## src/inc/abbe_pkg.sv

```systemverilog
package abbe_pkg;
    localparam int ABBE_DATA_W = 8;
    localparam int ABBE_ADDR_W = 7;
    localparam int ABBE_PC_W = 15;
    localparam int ABBE_OFS_W = 9;
    localparam logic [6:0] ABBE_ADDR_MAX = 7'h7f;
    localparam logic [2:0] ABBE_BIT_MAX = 3'h7;
    localparam int ABBE_NIB = 4;
    localparam logic [14:0] ABBE_PC_RST = 15'h0000;
    localparam logic [7:0] ABBE_ACC_RST = 8'h00;
    localparam int ABBE_FLUSH_CYC = 2;
    typedef enum logic [2:0] {
        ABBE_OP_NONE,
        ABBE_OP_ADD,
        ABBE_OP_ADDC,
        ABBE_OP_ASR,
        ABBE_OP_BCLR,
        ABBE_OP_BTSZ,
        ABBE_OP_JMP
    } abbe_op_t;
endpackage
```

## src/design/abbe_alu.sv

```systemverilog
module abbe_alu
    import abbe_pkg::*;
(
    // Operation and operands
    input wire abbe_op_t op,
    input wire logic [7:0] acc,
    input wire logic [7:0] fval,
    input wire logic [2:0] bsel,
    input wire logic cin,
    // Results
    output logic [7:0] res,
    output logic cout,
    output logic dcout
);
    logic [8:0] sum;
    logic [4:0] low;
    logic ci;
    always_comb begin
        ci = (op == ABBE_OP_ADDC) ? cin : 1'b0;
        sum = {1'b0, acc} + {1'b0, fval} + {8'h00, ci};
        low = {1'b0, acc[3:0]} + {1'b0, fval[3:0]} + {4'h0, ci};
        res = sum[7:0];
        cout = sum[8];
        dcout = low[ABBE_NIB];
        case (op)
            ABBE_OP_ASR: begin
                res = {fval[7], fval[7:1]};
                cout = fval[0];
                dcout = 1'b0;
            end
            ABBE_OP_BCLR: begin
                res = fval & ~(8'h01 << bsel);
            end
            default: begin
            end
        endcase
    end
endmodule

```

## src/design/abbe_exec.sv

```systemverilog
// Notes on behaviour
// - Sum acc and file register to chosen target; carry, digit carry, zero.
// - Arithmetic right shift keeps bit 7; old bit 0 to carry; C, Z only.
// - Add with carry adds current carry; same target and flags as add.
// - Bit clear zeroes the selected bit only; no flags change.
// - Bit test: bit zero skips next instruction as a nop, two cycles.
// - Relative jump: new PC is PC + 1 + sign-extended 9-bit offset.
// - Relative jump takes two cycles to flush the fetched instruction.
// - PC change or taken skip spends a second nop cycle.
module abbe_exec
    import abbe_pkg::*;
(
    // Clock and reset
    input wire logic clk,
    input wire logic nrst,
    // Decoded instruction
    input wire logic issue,
    input wire abbe_op_t op,
    input wire logic [6:0] faddr,
    input wire logic dest_file,
    input wire logic [2:0] bsel,
    input wire logic [8:0] offset,
    input wire logic [7:0] fdata,
    // Data memory write
    output logic mem_we_q,
    output logic [6:0] mem_addr_q,
    output logic [7:0] mem_wdata_q,
    // Core state
    output logic [7:0] acc_q,
    output logic carry_q,
    output logic digit_carry_flag_q,
    output logic zero_q,
    output logic [14:0] pc_q,
    output logic flush_q,
    output logic busy_q
);
    logic [7:0] res;
    logic cout;
    logic dcout;
    logic mem_we_d;
    logic [6:0] mem_addr_d;
    logic [7:0] mem_wdata_d;
    logic [7:0] acc_d;
    logic carry_d;
    logic dcf_d;
    logic zero_d;
    logic [14:0] pc_d;
    logic flush_d;
    logic take;

    abbe_alu i_abbe_alu (
        .op(op),
        .acc(acc_q),
        .fval(fdata),
        .bsel(bsel),
        .cin(carry_q),
        .res(res),
        .cout(cout),
        .dcout(dcout)
    );

    function automatic logic [14:0] jump_target(input logic [14:0] pc,
                                                input logic [8:0] ofs);
        logic [14:0] ext;
        ext = {{(ABBE_PC_W - ABBE_OFS_W){ofs[8]}}, ofs};
        return pc + 15'h0001 + ext;
    endfunction

    // An issue during the flush cycle is the discarded fetch and is ignored
    assign take = issue && !flush_q;

    always_comb begin
        mem_we_d = 1'b0;
        mem_addr_d = mem_addr_q;
        mem_wdata_d = mem_wdata_q;
        acc_d = acc_q;
        carry_d = carry_q;
        dcf_d = digit_carry_flag_q;
        zero_d = zero_q;
        pc_d = pc_q;
        flush_d = 1'b0;
        if (take) begin
            pc_d = pc_q + 15'h0001;
            case (op)
                ABBE_OP_ADD, ABBE_OP_ADDC, ABBE_OP_ASR: begin
                    if (dest_file) begin
                        mem_we_d = 1'b1;
                        mem_addr_d = faddr;
                        mem_wdata_d = res;
                    end else begin
                        acc_d = res;
                    end
                    carry_d = cout;
                    if (op != ABBE_OP_ASR) begin
                        dcf_d = dcout;
                    end
                    zero_d = (res == 8'h00);
                end
                ABBE_OP_BCLR: begin
                    mem_we_d = 1'b1;
                    mem_addr_d = faddr;
                    mem_wdata_d = res;
                end
                ABBE_OP_BTSZ: begin
                    flush_d = !fdata[bsel];
                end
                ABBE_OP_JMP: begin
                    pc_d = jump_target(pc_q, offset);
                    flush_d = 1'b1;
                end
                default: begin
                end
            endcase
        end else if (issue) begin
            pc_d = pc_q + 15'h0001; // Discarded slot still advances fetch
        end
    end

    always_ff @(posedge clk or negedge nrst) begin
        if (!nrst) begin
            mem_we_q <= 1'b0;
            mem_addr_q <= '0;
            mem_wdata_q <= '0;
            acc_q <= ABBE_ACC_RST;
            carry_q <= 1'b0;
            digit_carry_flag_q <= 1'b0;
            zero_q <= 1'b0;
            pc_q <= ABBE_PC_RST;
            flush_q <= 1'b0;
            busy_q <= 1'b0;
        end else begin
            mem_we_q <= mem_we_d;
            mem_addr_q <= mem_addr_d;
            mem_wdata_q <= mem_wdata_d;
            acc_q <= acc_d;
            carry_q <= carry_d;
            digit_carry_flag_q <= dcf_d;
            zero_q <= zero_d;
            pc_q <= pc_d;
            flush_q <= flush_d;
            busy_q <= flush_d;
        end
    end

    a_add_sum: assert property (
        @(posedge clk) disable iff (!nrst)
        take && op == ABBE_OP_ADD && !dest_file |=>
        acc_q == $past(acc_q) + $past(fdata))
        else $error("add result wrong");
    a_add_dest: assert property (
        @(posedge clk) disable iff (!nrst)
        take && op == ABBE_OP_ADD && dest_file |=>
        mem_we_q && mem_addr_q == $past(faddr) && acc_q == $past(acc_q))
        else $error("add destination wrong");
    a_asr_shift: assert property (
        @(posedge clk) disable iff (!nrst)
        take && op == ABBE_OP_ASR && dest_file |=>
        mem_wdata_q == {$past(fdata[7]), $past(fdata[7:1])}
        && carry_q == $past(fdata[0])
        && digit_carry_flag_q == $past(digit_carry_flag_q))
        else $error("shift wrong");
    a_asr_acc: assert property (
        @(posedge clk) disable iff (!nrst)
        take && op == ABBE_OP_ASR && !dest_file |=>
        acc_q == {$past(fdata[7]), $past(fdata[7:1])}
        && zero_q == (acc_q == 8'h00) && !mem_we_q)
        else $error("shift to accumulator wrong");
    a_addc_sum: assert property (
        @(posedge clk) disable iff (!nrst)
        take && op == ABBE_OP_ADDC && !dest_file |=>
        {carry_q, acc_q} == {1'b0, $past(acc_q)} + {1'b0, $past(fdata)}
        + {8'h00, $past(carry_q)})
        else $error("add with carry wrong");
    a_bclr_bit: assert property (
        @(posedge clk) disable iff (!nrst)
        take && op == ABBE_OP_BCLR |=>
        mem_wdata_q[$past(bsel)] == 1'b0 && zero_q == $past(zero_q)
        && carry_q == $past(carry_q))
        else $error("bit clear wrong");
    a_bclr_keep: assert property (
        @(posedge clk) disable iff (!nrst)
        take && op == ABBE_OP_BCLR |=>
        (mem_wdata_q | (8'h01 << $past(bsel)))
        == ($past(fdata) | (8'h01 << $past(bsel)))
        && digit_carry_flag_q == $past(digit_carry_flag_q))
        else $error("bit clear touched other bits");
    a_skip_nop: assert property (
        @(posedge clk) disable iff (!nrst)
        take && op == ABBE_OP_BTSZ && !fdata[bsel] |=>
        flush_q ##1 !flush_q)
        else $error("skip not two cycles");
    a_noskip: assert property (
        @(posedge clk) disable iff (!nrst)
        take && op == ABBE_OP_BTSZ && fdata[bsel] |=> !flush_q)
        else $error("skip taken on set bit");
    a_skip_flags: assert property (
        @(posedge clk) disable iff (!nrst)
        take && op == ABBE_OP_BTSZ |=> !mem_we_q
        && {carry_q, digit_carry_flag_q, zero_q}
        == $past({carry_q, digit_carry_flag_q, zero_q}))
        else $error("bit test changed state");
    a_jump_pc: assert property (
        @(posedge clk) disable iff (!nrst)
        take && op == ABBE_OP_JMP |=>
        pc_q == $past(pc_q) + 15'h0001
        + {{6{$past(offset[8])}}, $past(offset)})
        else $error("jump target wrong");
    a_jump_flags: assert property (
        @(posedge clk) disable iff (!nrst)
        take && op == ABBE_OP_JMP |=> !mem_we_q
        && {carry_q, digit_carry_flag_q, zero_q}
        == $past({carry_q, digit_carry_flag_q, zero_q}))
        else $error("jump changed state");
    a_jump_flush: assert property (
        @(posedge clk) disable iff (!nrst)
        take && op == ABBE_OP_JMP ##1 issue |=>
        !mem_we_q && acc_q == $past(acc_q))
        else $error("flushed slot had effect");
    a_discard_pc: assert property (
        @(posedge clk) disable iff (!nrst)
        flush_q && issue |=>
        pc_q == $past(pc_q) + 15'h0001 && !flush_q)
        else $error("discarded slot wrong");
    a_zero_flag: assert property (
        @(posedge clk) disable iff (!nrst)
        take && op == ABBE_OP_ADD && !dest_file |=>
        zero_q == (acc_q == 8'h00))
        else $error("zero flag wrong");

    c_skip: cover property (@(posedge clk) disable iff (!nrst)
        take && op == ABBE_OP_BTSZ && !fdata[bsel]);
    c_jump_back: cover property (@(posedge clk) disable iff (!nrst)
        take && op == ABBE_OP_JMP && offset[8]);
    c_add_carry: cover property (@(posedge clk) disable iff (!nrst)
        take && op == ABBE_OP_ADDC && carry_q);
    c_file_write: cover property (@(posedge clk) disable iff (!nrst)
        take && dest_file && op == ABBE_OP_ASR);
    c_zero_sum: cover property (@(posedge clk) disable iff (!nrst)
        take && op == ABBE_OP_ADD && res == 8'h00);
endmodule

```

## config.mk

```make
export PLATFORM = sky130hd
export DESIGN_NAME = abbe_exec
export DESIGN_NICKNAME = d
export VERILOG_FILES = /design/src/inc/abbe_pkg.sv /design/src/design/abbe_alu.sv /design/src/design/abbe_exec.sv
export SDC_FILE = /design/constraint.sdc
export NUM_CORES = 1
export LEC_CHECK = 0
export BUFFER_PORTS_ARGS = -buffer_cell sky130_fd_sc_hd__buf_2
export CAP_MARGIN = 20
export CORE_ASPECT_RATIO = 0.7
export CORE_MARGIN = 2
export CORE_UTILIZATION = 35
export CTS_CLUSTER_SIZE = 10
export DETAILED_ROUTE_END_ITERATION = 10
export GPL_TIMING_DRIVEN = 0
export SLEW_MARGIN = 20
export SYNTH_ARGS = -nofsm -noshare
export SYNTH_HDL_FRONTEND = slang
export SYNTH_SLANG_ARGS = --single-unit
```

## constraint.sdc

```tcl
create_clock -name clk -period 3.04 [get_ports clk]
set_clock_uncertainty 0.05 [all_clocks]
set_input_delay 0.304 -clock clk [delete_from_list [all_inputs] [get_ports clk]]
set_output_delay 0.304 -clock clk [all_outputs]
set_load 0.01 [all_outputs]
```

=== After elaboration in Yosys (flattened, before gate mapping) ===
Index checks and enable logic that the tools add are counted.

* Flip-flop bits (word level): 43
* Latch bits: 0
* Bits in writable memories: 0
* ROM bits: 0
* Input port bits: 34
* Output and inout bits: 44
* Word-level logic and storage cells: 57
* Memories: 0

* Add/sub/neg operators: 6
* $mul: 0
* Divide/modulo/power cells: 0
* Magnitude comparators: 1
* Equality and inequality tests: 8
* Shift operators: 1
* Multiplexer cells: 18
* Bitwise gates (word level): 3
* Reductions and logical operators: 11

{| class="wikitable"
|+ Operator list
! operator !! count
|-
| $mux 15 || 3
|-
| $pmux 8 s2 || 2
|-
| $add 15x1->15 const B || 1
|-
| $add 15x15->15 || 1
|-
| $pmux 7 s2 || 1
|-
| $add 8x8->9 || 1
|-
| $add 9x1->9 || 1
|-
| $eq 3x3->1 const B || 3
|-
| $reduce_and 3->1 || 3
|-
| $and 8x8->8 || 1
|-
| $logic_not 8->1 || 1
|-
| $mux 8 || 1
|-
| $not 8->8 || 1
|-
| $shl 1x3->8 const A || 1
|-
| $mux 1 || 7
|-
| $mux 7 || 1
|-
| $eq 3x2->1 const B || 2
|-
| $add 4x4->5 || 1
|-
| $add 5x1->5 || 1
|-
| $lt 3x4->1 const B || 1
|-
| $pmux 1 s2 || 2
|-
| $reduce_bool 2->1 || 2
|-
| $bmux 1 s3 || 1
|-
| $eq 3x1->1 const B || 1
|-
| 7 further kinds || 8
|}

=== Depth between registers and ports, before layout ===
* Depth after elaboration: 6
* Depth in mapped cells: 14
* Mapped depth without buffers: 13

=== By module ===
A second synthesis with hierarchy kept.

* Cells, all modules: 365
* Area total of the unflattened synthesis: 3448.3 µm²

{| class="wikitable"
|+ Modules (own cells, without submodules)
! module !! instances !! cells each !! area each (µm²)
|-
| abbe_exec || 1 || 287 || 2874.0
|-
| abbe_alu || 1 || 78 || 574.3
|}

=== Worst setup path before layout ===
Ideal clock, no wire load.

* Path type: reg-to-reg
* Start: reg pc_q[2]
* End: reg pc_q[14]
* Library setup time: 0.079 ns
* Arrival: 2.784 ns
* Data required time: 2.911 ns
* Slack: 0.127 ns
* Cell stages (with the launch flop): 14
* Path buffers: 1
* Cells stage by stage: dfrtp_1 -> clkbuf_1 -> and4_1 -> nand3_1 -> nor2_1 -> nand2_1 -> xnor2_1 -> ha_1 -> nand4_1 -> o31a_1 -> o211ai_1 -> mux2i_1 -> mux2i_1 -> xor2_1

* Word-level cells in the longest chain between the ends: 4

{| class="wikitable"
|+ Ends and longest elaborated chain
! what !! RTL line !! RTL
|-
| from (decl) || abbe_exec.sv:33 || <nowiki>output logic [14:0] pc_q,</nowiki>
|-
| from (signal assigned) || abbe_exec.sv:139 || <nowiki>pc_q <= pc_d;</nowiki>
|-
| $add 15x1->15 (*) || abbe_exec.sv:66, abbe_exec.sv:83, abbe_exec.sv:115 ||
|-
| $add 15x15->15 || abbe_exec.sv:66 || <nowiki>return pc + 15'h0001 + ext;</nowiki>
|-
| $mux 15 || abbe_exec.sv:84 || <nowiki>case (op)</nowiki>
|-
| $mux 15 (*) || abbe_exec.sv:82 || <nowiki>if (take) begin</nowiki>
|}

Every way passes the cells marked *; elsewhere a longest branch is shown, timed or not. The select of a mux whose other input is x is not followed.
A chain may end at the register's enable or synchronous reset.

=== Worst setup path in the final report ===
* Start: reg pc_q[0]
* End: reg pc_q[14]

Same word-level chain as after synthesis.

==> flow_summary_export.csv <==
group,metric,value,unit
sta,fmax,337,MHz
flow_run,maxCapViolCount,0,
place,gp_congestion,0.854,
floorplanning,coreArea,9570,sq um
routing,routed-wl-met3,463,microns
sta,setup_viol,0,
global_routing,grt-ovfl-total,0,
critical_path,cp_max_fo,6,
sta,hold_violations,43,
yosys,synth_top_flop_cell,"dfrtp_1",
critical_path,critPathKind,"reg -> reg",
clocking,insertion_delay,290,ps
yosys,yosysTopAreaCell,"dfrtp_1",
global_routing,grt_pass1_wl,15.6,mm
sta,post-route-min-period,2970,ps
critical_path,crit_required,3200,ps
place,dp_hpwl,7.22,mm
yosys,avgSynthCellArea,8.97,sq um
global_routing,grt_max_degree,44,
routing,dr.pass1.iters,4,
clocking,ctsHoldBuffers,0,
yosys,syn_inst,378,
clocking,cts-htree-levels,2,
routing,wl_per_cell,16.4,microns
clocking,cts_tree,"built",
critical_path,start_kind,"flip-flop",
yosys,netlist_top_cells_count,"dfrtp_1, nor2_1, a21oi_1, ha_1, nand2_1",
floorplanning,die-area,10500,sq um
critical_path,critical_path_arrival,3140,ps
yosys,async_flop_share,100,%
yosys,ys_ff_latch,43,
critical_path,worstSetupEndpointType,"flip-flop",
clocking,clock_path_buffers,2,
sta,tns,0,ps
power_and_ir_drop,peakVddDrop,268,uV
routing,wl,9.75,mm
routing,routed_via_density,5.36,
sta,grt_setup_unrepaired,"true",
power_and_ir_drop,p_leak,1.88,nW
floorplanning,die_x,122,microns
routing,vias,3194,
routing,drtIter0Drc,193,
clocking,root_buffer,"clkbuf_16",
floorplanning,start_util,35.4,%
routing,highest_layer,"met4",
final_layout,nNetsFinal,530,
sta,hold_ws,-35.4,ps
yosys,syn_area,3390,sq um
sta,worst_pin_slew,672,ps
sta,slew_viol_final,0,
clocking,cts_buffers,5,
power_and_ir_drop,power_density,923,nW/um^2
global_routing,antenna_found_initial,0,
final_layout,multi_input_area,2290,sq um
yosys,synth_area_leaders,"dfrtp_1, ha_1, a21oi_1",
yosys,ys_seq_area_share,31.7,%
clocking,worst_setup_hold_path_clk_slew,70,ps
floorplanning,die_y,86.4,microns
clocking,cts_sinks,43,
sta,period_share,97.8,%
yosys,syn_nets,441,
yosys,synth_top_area_share,31.7,%
routing,route.met2.wl,4.19,mm
global_routing,track_usage,18.4,%
place,dp.cells,580,
hold_path,min_path_type,"in -> async",
final_layout,finalInstanceArea,4270,sq um
sta,slew_headroom,55.0,%
final_layout,drive_above_1_share,30.6,%
final_layout,fillers,939,
routing,wl_met1,4.99,mm
final_layout,antenna_cells,0,
place,place_area,3920,sq um
yosys,yosysMostFrequentCell,"dfrtp_1",
yosys,yosys_warnings,0,
yosys,synth-edff-count,0,
final_layout,area_growth,25.9,%
final_layout,fin_cells,596,
routing,postRouteAntennaNets,0,
run_status,violations,"hold timing",
floorplanning,rows,30,
final_layout,seq_area,1080,sq um
floorplanning,boundaryPins,78,
run_status,status,"complete, but fails checks",
routing,drcViolationCount,0,
global_routing,grt_pass1_vias,2985,
yosys,synth_cell_types,63,
place,port_buffers,74,
[through the flow]
step	power, mW	util (%)	setup WS [ps]
5_1_grt	4.27	44.6	-53.8
2_1_floorplan	2.47	-	127
6_report	3.94	44.6	68.4
4_1_cts	3.74	42.8	1.13
3_3_place_gp	3.09	41.0	-317
3_5_place_dp	3.13	41.0	-327
[repair_timing]
item | 4_1_cts | 5_1_grt
gates resized for setup | 8 | 25
pin swaps | 1 | 12
buffers inserted | 2 | 9
setup endpoints to repair | 4 | 5
[area by class of cell]
cell class	instances	share of cell area [%]
tap	128	3.75
clock buffer	5	2.93
multi-input combinational	303	53.7
clock inverter	3	0.557
inverter	17	1.49
timing repair buffer	85	10.7
sequential	43	25.4
buffer	12	1.52
[cells in the final DEF, fill, tap and decap left out, types with 6 or more instances in the layout]
cell type	synthesis	routed
dfrtp_2	0	6
a31oi_1	6	6
nor3_1	7	7
xnor2_1	11	10
dfrtp_1	43	37
buf_2	4	76
nand2b_1	9	8
o21ai_1	13	13
nand3_1	12	10
buf_4	1	13
xor2_1	16	14
nor2_1	42	38
o21ai_0	8	8
nand2_1	24	23
inv_1	16	16
a21oi_1	39	39
ha_1	26	22
mux2_1	7	7
[cells by family after synthesis]
family | count (synthesis) | synth area share, %
AO/OA/AOI/OAI | 111 | 22.3
XOR/XNOR | 27 | 6.97
AND/OR/NAND/NOR | 123 | 18.5
adder cells (fa/ha/maj) | 29 | 11.4
buffers and inverters | 32 | 4.06
multiplexers | 13 | 5.09
flip-flops | 43 | 31.7
[registers in the layout (all words and copies together) (netlist names)]
name and cells:
mem_we_q 1, mem_wdata_q 8, zero_q 1, pc_q 15, mem_addr_q 7, carry_q 1, acc_q 8, busy_q 1
digit_carry_flag_q 1
[power breakdown]
part           switching (mW)  total, mW  internal [mW]
combinational            1.30       2.35           1.05
clock                   0.251      0.559          0.308
sequential              0.235       1.04          0.801
total                    1.79       3.94           2.16
[path summary, 6_finish.rpt]
| path | end | from | slack, ps | cells past startpoint |
|---|---|---|---|---|
| worst max-delay path | pc_q[14] | pc_q[0] | 70 | 12 |
| worst min-delay path | acc_q[5] | nrst | -40 | 1 |
| worst max register to register | pc_q[14] | pc_q[0] | 70 | 12 |
| worst min register to register | pc_q[14] | pc_q[14] | 420 | 1 |
| max in group asynchronous | pc_q[8] | nrst | 2540 | 1 |
| min in group clk | mem_addr_q[0] | faddr[0] | 180 | 2 |
[per-layer routing]
layer  vias to the layer above  GRT usage, %
li1                       1574             -
met1                      1537          28.6
met2                        75          26.1
met3                         8          3.55
met4                         0          4.60
met5                         -             0
[critical path: stages, from the launching register on]
cell and delay (ps):
dfrtp_2 470, buf_4 170, inv_1 50, ha_2 200
inv_1 60, fa_2 360, nand2b_4 150, a21o_1 230
o31a_1 270, o211ai_1 150, mux2i_1 330, mux2i_1 250
xor2_1 150
Note: power is estimated with default switching activity, not from simulation.
